### src/common/tsc_pkg.sv
// shared constants and types for the time-stamp counter unit
package tsc_pkg;

  // model register addresses
  localparam logic [31:0] TSC_ADDR_COUNT     = 32'h0000_0010;
  localparam logic [31:0] TSC_ADDR_OFFSET    = 32'h0000_003b;
  localparam logic [31:0] TSC_ADDR_SIGNATURE = 32'hc000_0103;

  // reset values
  localparam logic [63:0] TSC_COUNT_RST     = 64'h0;
  localparam logic [63:0] TSC_OFFSET_RST    = 64'h0;
  localparam logic [31:0] TSC_SIGNATURE_RST = 32'h0;

  // capability and control bit positions
  localparam int TSC_CAP_LEAF1_EDX_BIT    = 4;
  localparam int TSC_CAP_LEAF7_EBX_BIT    = 1;
  localparam int TSC_CAP_EXT7_EDX_BIT     = 8;
  localparam int TSC_CAP_EXT1_EDX_BIT     = 27;
  localparam int TSC_CTRL_READ_DIS_BIT    = 2;

  // fixed-rate tick divider default (core clocks per tick)
  localparam logic [7:0] TSC_FIXED_DIV_RST = 8'h01;

  typedef enum logic [1:0] {
    TSC_RATE_CORE,
    TSC_RATE_FIXED
  } tsc_rate_t;

  // register access request
  typedef struct packed {
    logic        rd;
    logic        wr;
    logic [31:0] addr;
    logic [63:0] wdata;
  } tsc_reg_req_t;

  // register access answer
  typedef struct packed {
    logic        ack;
    logic        fault;
    logic [63:0] rdata;
  } tsc_reg_rsp_t;

  // counter read answer
  typedef struct packed {
    logic        valid;
    logic        fault;
    logic [63:0] count;
    logic [31:0] signature;
  } tsc_read_rsp_t;

  typedef struct packed {
    logic [31:0] leaf1_edx;
    logic [31:0] leaf7_ebx;
    logic [31:0] ext1_edx;
    logic [31:0] ext7_edx;
  } tsc_caps_t;

endpackage

### src/hdl/tsc_unit.sv
// time-stamp counter with offset tracking and signature register
//
// Notes on behaviour
// - 64-bit counter, cleared by reset
// - keeps counting through halt and clock-stop
// - deep sleep may stop counting
// - legacy mode counts every core clock
// - constant mode counts fixed-rate ticks
// - invariant mode constant always, capability reported
// - reads never decrease except on wrap, counter write or offset write
// - read-disable limits reads to level zero
// - counter reads are not serialised
// - counter readable as model register 10h
// - legacy write loads low half, clears high
// - full write loads all 64 bits
// - 32-bit signature register, software written
// - combined read returns count and signature atomically
// - combined read gated, capability bit 27
// - writes touch only this processor's counter
// - separate 64-bit offset register at 3bh
// - offset register cleared by reset
// - counter write delta added to offset
// - offset write delta added to counter
// - offset changes only on writes
// - counter capability in leaf 1 bit 4
// - offset capability in leaf 7 bit 1
`timescale 1ns/1ps
module tsc_unit
  import tsc_pkg::*;
#(
  parameter bit INVARIANT  = 1'b1,
  parameter bit FULL_WRITE = 1'b1,
  parameter bit HAS_OFFSET = 1'b1,
  parameter bit HAS_SIGRD  = 1'b1
) (
  // clock and reset
  input  wire logic          sys_clk,
  input  wire logic          rst,
  // core state
  input  wire logic          clock_stop_request_n,
  input  wire logic          deep_sleep_n,
  input  wire logic          halted,
  input  wire logic          fixed_tick,
  input  wire tsc_rate_t     rate_mode,
  input  wire logic [31:0]   control_reg_four,
  input  wire logic [1:0]    priv_level,
  // counter read instructions
  input  wire logic          read_counter_op,
  input  wire logic          read_counter_and_signature_op,
  output tsc_read_rsp_t      read_rsp,
  // model register access
  input  wire tsc_reg_req_t  reg_req,
  output tsc_reg_rsp_t       reg_rsp,
  // capability words
  output tsc_caps_t          caps
);

  ////////////////////////////////////////////////////////////////////////
  logic [63:0] tick_counter;
  logic [63:0] timestamp_offset_track;
  logic [31:0] timestamp_signature;
  logic        user_read_disable;
  logic        tick_en;
  logic        wr_count;
  logic        wr_offset;
  logic        wr_sig;
  logic [63:0] next_count_w;
  logic [63:0] count_delta;
  logic [63:0] offset_delta;
  logic        read_ok;
  logic        addr_hit;

  assign user_read_disable = control_reg_four[TSC_CTRL_READ_DIS_BIT];

  ////////////////////////////////////////////////////////////////////////
  // tick source; halt and clock-stop are deliberately ignored
  always_comb begin
    unique case (rate_mode)
      TSC_RATE_CORE:  tick_en = 1'b1;
      TSC_RATE_FIXED: tick_en = fixed_tick;
      default:        tick_en = 1'b1;
    endcase
    // invariant part: fixed rate in every power state
    if (INVARIANT)
      tick_en = fixed_tick;
    // deep sleep stops counting unless invariant
    else if (!deep_sleep_n)
      tick_en = 1'b0;
  end

  ////////////////////////////////////////////////////////////////////////
  // register decode
  assign wr_count  = reg_req.wr && reg_req.addr == TSC_ADDR_COUNT;
  assign wr_offset = HAS_OFFSET && reg_req.wr &&
                     reg_req.addr == TSC_ADDR_OFFSET;
  assign wr_sig    = HAS_SIGRD && reg_req.wr &&
                     reg_req.addr == TSC_ADDR_SIGNATURE;
  assign addr_hit  = reg_req.addr == TSC_ADDR_COUNT ||
                     (HAS_OFFSET && reg_req.addr == TSC_ADDR_OFFSET) ||
                     (HAS_SIGRD && reg_req.addr == TSC_ADDR_SIGNATURE);

  // value written to the counter, legacy loads only low half
  assign next_count_w = FULL_WRITE ? reg_req.wdata
                        : {32'h0, reg_req.wdata[31:0]};
  // delta is against the count seen by the write itself
  assign count_delta  = next_count_w - tick_counter;
  assign offset_delta = reg_req.wdata - timestamp_offset_track;

  ////////////////////////////////////////////////////////////////////////
  // counter: only this unit's writes reach it
  always_ff @(posedge sys_clk) begin
    if (rst)
      tick_counter <= TSC_COUNT_RST;
    else if (wr_count)
      tick_counter <= next_count_w;
    else if (wr_offset)
      // offset delta carried into count, plus this cycle's tick
      tick_counter <= tick_counter + offset_delta
                      + {63'h0, tick_en};
    else if (tick_en)
      tick_counter <= tick_counter + 64'h1;
  end

  // offset follows writes only, never time
  always_ff @(posedge sys_clk) begin
    if (rst)
      timestamp_offset_track <= TSC_OFFSET_RST;
    else if (wr_offset)
      timestamp_offset_track <= reg_req.wdata;
    else if (wr_count && HAS_OFFSET)
      timestamp_offset_track <= timestamp_offset_track
                                + count_delta;
  end

  always_ff @(posedge sys_clk) begin
    if (rst)
      timestamp_signature <= TSC_SIGNATURE_RST;
    else if (wr_sig)
      timestamp_signature <= reg_req.wdata[31:0];
  end

  ////////////////////////////////////////////////////////////////////////
  // model register answers, one cycle after the request
  always_ff @(posedge sys_clk) begin
    if (rst) begin
      reg_rsp <= '0;
    end else begin
      reg_rsp.ack   <= (reg_req.rd || reg_req.wr) && addr_hit;
      reg_rsp.fault <= (reg_req.rd || reg_req.wr) && !addr_hit;
      reg_rsp.rdata <= 64'h0;
      if (reg_req.rd) begin
        if (reg_req.addr == TSC_ADDR_COUNT)
          reg_rsp.rdata <= tick_counter;
        else if (HAS_OFFSET && reg_req.addr == TSC_ADDR_OFFSET)
          reg_rsp.rdata <= timestamp_offset_track;
        else if (HAS_SIGRD && reg_req.addr == TSC_ADDR_SIGNATURE)
          reg_rsp.rdata <= {32'h0, timestamp_signature};
      end
    end
  end

  ////////////////////////////////////////////////////////////////////////
  // instruction reads sample the live count with no ordering wait;
  // a one-cycle sample of a counter that only rises keeps reads
  // strictly increasing in core-rate mode with INVARIANT clear and deep_sleep_n high
  assign read_ok = !user_read_disable || priv_level == 2'h0;

  always_ff @(posedge sys_clk) begin
    if (rst) begin
      read_rsp <= '0;
    end else begin
      read_rsp.valid     <= read_counter_op ||
                            (read_counter_and_signature_op && HAS_SIGRD);
      read_rsp.fault     <= (read_counter_op ||
                             read_counter_and_signature_op) &&
                            (!read_ok || (read_counter_and_signature_op
                                          && !HAS_SIGRD));
      read_rsp.count     <= read_ok ? tick_counter : 64'h0;
      // both words captured on the same edge
      read_rsp.signature <= (read_ok && read_counter_and_signature_op)
                            ? timestamp_signature : 32'h0;
    end
  end

  ////////////////////////////////////////////////////////////////////////
  // capability words
  always_comb begin
    caps = '0;
    caps.leaf1_edx[TSC_CAP_LEAF1_EDX_BIT] = 1'b1;
    caps.leaf7_ebx[TSC_CAP_LEAF7_EBX_BIT] = HAS_OFFSET;
    caps.ext7_edx[TSC_CAP_EXT7_EDX_BIT]   = INVARIANT;
    caps.ext1_edx[TSC_CAP_EXT1_EDX_BIT]   = HAS_SIGRD;
  end

  // halted and clock_stop_request_n intentionally do not gate tick_en
  logic unused_inputs;
  assign unused_inputs = halted ^ clock_stop_request_n;

endmodule

### config.mk
export PLATFORM = sky130hd
export DESIGN_NAME = tsc_unit
export DESIGN_NICKNAME = d
export VERILOG_FILES = /design/src/common/tsc_pkg.sv /design/src/hdl/tsc_unit.sv
export SDC_FILE = /design/constraint.sdc
export NUM_CORES = 1
export LEC_CHECK = 0
export ABC_AREA = 1
export BUFFER_PORTS_ARGS = -buffer_cell sky130_fd_sc_hd__buf_4
export CAP_MARGIN = 20
export CELL_PAD_IN_SITES_DETAIL_PLACEMENT = 0
export CELL_PAD_IN_SITES_GLOBAL_PLACEMENT = 2
export CORE_MARGIN = 2
export CORE_UTILIZATION = 31
export DETAILED_ROUTE_END_ITERATION = 8
export GPL_TIMING_DRIVEN = 0
export PLACE_DENSITY_LB_ADDON = 0.1
export SYNTH_ARGS = -nofsm -noshare
export SYNTH_HDL_FRONTEND = slang
export SYNTH_SLANG_ARGS = --single-unit
### constraint.sdc
create_clock -name sys_clk -period 3.64 [get_ports sys_clk]
set_clock_uncertainty 0.15 [all_clocks]
set_input_delay 0 -clock sys_clk [delete_from_list [all_inputs] [get_ports sys_clk]]
set_output_delay 0 -clock sys_clk [all_outputs]
set_load 0.01 [all_outputs]
==> impl_results.md <==
- First-pass GRT wire length: 244000 µm
- Vias in the first global route: 32300
- R2R depth: 10
- Starting Density: 31.2%
- Leakage: 0.0185 µW
- Hold WS: 0.0586 ns
- Clock transition at path regs: 0.06 ns
- Total power: 13300 µW
- Worst slew pin tran: 1.27 ns
- Top post-synthesis cells by area: dfxtp_1 22%, nand2_1 16%, inv_1 13%
- CP max FO: 5
- TritonCTS clock tree: done
- Gr usage total: 35.6%
- Final Util: 40.1%
- Startpoint Class: flop
- End of the worst hold path: tick_counter[2]
- CTS max path bufs: 3
- Chip width: 313 µm
- Drt first-iter violations: 3792
- # DRC: 0
- Mapped Avg Cell Area: 6.06 µm²
- Maximum vdd drop: 299 µV
- Pwr dens: 349 nW/µm²
- HP Start: fixed_tick
- Die ar.: 97700 µm²
- Critical path class: reg -> reg
- Arrival time worst endpoint: 3.98 ns
- Synth top cells by count: 1251 x nand2_1, 1008 x inv_1, 519 x nor2_1, 362 x a21oi_1, 324 x dfxtp_1
- Multi-input logic area: 19900 µm²
- # IOs: 434
- Failing checks: negative setup slack
- Max cap viols: 0
- Most frequent cell after synthesis: nand2_1
- Max Slew Vio Count: 0
- Final worst path period share: 100%
- Yosys cell types: 43
- FMAX: 274 MHz
- Post-synth top flop: dfxtp_1
- Post-Synthesis Cell Area: 29500 µm²
- GRT overflow: 0
- Synth Register Bits: 324
- FILL cells: 10700
- Nets@finish: 5832
- Vias/cell: 5.06
- Worst-Skew Late Latency: 0.61 ns
- Die Span Y: 313 µm
- Setup violators final: 1
- Hold Vio Cnt, Final: 0
- Worst slew margin: 14.7%
- Root Buffer: clkbuf_16
- GP Congestion: 1.05
- P&R area growth vs syn: 28.7%
- Async set-or-reset flop fraction in the synthesized netlist: 0%
- H-tree levels: 2
- Row cnt: 113
- Area after DPL: 33700 µm²
- Register area share after synthesis: 22.0%
- Status: finished, violations left
- Core area: 94700 µm²
- Fin crit period: 3.65 ns
- CTS Buf Count: 39
- Worst Hold Depth: 7
- Vias post-DR: 34100
- Number of port buffers: 267
- CP Capture Type: flop
- Post-synth EDFFs: 0
- FF-to-FF End: tick_counter[29]
- Required @ worst endpoint: 3.98 ns
- Total wire length: 179000 µm
- Final setup margin: -0.00573 ns
- Antenna violations before repair: 4
- Post-synth top area share: 22.0%
- Post-synth top area cell: dfxtp_1
- Worst R2R Start: tick_counter[2]
- Routed Antenna Nets: 0
- First-pass iteration count of the detailed router: 6
- Largest net degree at the start of global routing: 14
- Min-delay worst type: in -> reg
- Reg2reg setup slack: -0.006 ns
- Share of layout cells above drive strength 1: 18.7%
- Gate Count Post-Synth: 4873
- CTS sink cnt: 324
- Final Cell Area: 38000 µm²
- FF+latch area: 6640 µm²
- Ys Warns: 0
- RSZ-0062 raised after global routing: yes
- Dpl hpwl: 153000 µm
- Routed WL per cell: 26.5 µm
==> cell type report <==
type,count,share of cell area (%)
Multi-Input combinational cell,3420,52.5
Sequential cell,324,17.5
Inverter,1014,10.3
Timing Repair Buffer,395,8.43
Tap cell,1265,4.16
Buffer,241,3.75
Clock buffer,50,2.86
Clock inverter,20,0.474
Antenna cell,3,0.0198
==> critical path: stages, from the launching register on <==
cell and delay (ns):
dfxtp_2 0.39, nand3_1 0.28, nor2_1 0.53, inv_1 0.22, nor2_1 0.65, nand2_1 0.47, xor2_1 0.26, a21oi_1 0.27
o21ai_0 0.17, nand2_1 0.09, a21oi_1 0.05
==> cells by family (layout without fill, tap and decap cells) <==
kind of cell	count (synthesis)	after routing	synth area share, %
AO/OA/AOI/OAI	782	782	14.3
XOR/XNOR	57	57	1.69
adder cells (fa/ha/maj)	255	255	14.0
buffers and inverters	1255	1720	17.7
flip-flops	324	324	22.0
multiplexers	1	1	0.0381
other	2	131	0.0254
AND/OR/NAND/NOR	2197	2197	30.3
==> how the worst max path moves through the flow <==
stage	slack, ns	from	cells after the start	end
floorplan	0.63	tick_counter[1]	17	tick_counter[20]
global placement	-0.84	tick_counter[1]	16	tick_counter[28]
detailed placement	-0.81	tick_counter[1]	16	tick_counter[28]
CTS	-0.02	tick_counter[31]	16	tick_counter[57]
global route	-0.07	tick_counter[51]	15	timestamp_offset_track[58]
finish	-0.006	tick_counter[2]	10	tick_counter[29]
==> what timing repair did <==
item | in CTS | in global routing
gates resized for setup | 261 | 306
hold buffers | 75 | 0
pin swaps | 1 | 13
setup buffers | 19 | 30
endpoints found under the setup margin | 98 | 92
hold endpoints to repair | 170 | 0
==> power breakdown <==
group	leakage (µW)	switching (µW)	total [µW]	internal, µW
clock network	0.000622	1810	4020	2210
logic	0.0152	3790	5510	1710
registers	0.00266	129	3740	3610
==> per-stage QoR <==
step | TNS (ns) | instances | setup WS, ns
2_1_floorplan | 0 | 4999 | 0.635
6_report | -0.00573 | 6732 | -0.00573
5_1_grt | -0.429 | 6729 | -0.0727
4_1_cts | -0.0404 | 6698 | -0.0178
3_3_place_gp | -31.76 | 6531 | -0.838
3_5_place_dp | -31.31 | 6534 | -0.809
==> cells in the final DEF (no fill, tap or decap), types with 73 or more instances in the layout <==
cell type         n
clkbuf_1         88
dlygate4sd3_1    75
nand2_1        1183
conb_1          128
o21ai_0         238
nor2_1          454
nand3_1         192
a21oi_1         308
dfxtp_1         265
ha_1             73
fa_1            124
buf_4           447
inv_1           952
==> state kept, by name (all words and copies together) (netlist names) <==
signal and count:
reg_rsp 66, read_rsp 98, timestamp_offset_track 64, timestamp_signature 32
tick_counter 64
==> per-layer routing <==
layer,global-route usage [%],routed length (µm)
met1,51.1,79500
met4,12.8,7450
met5,0,9
met2,52.2,73300
met3,7.74,18400
Power figures use the tool's default switching activity.
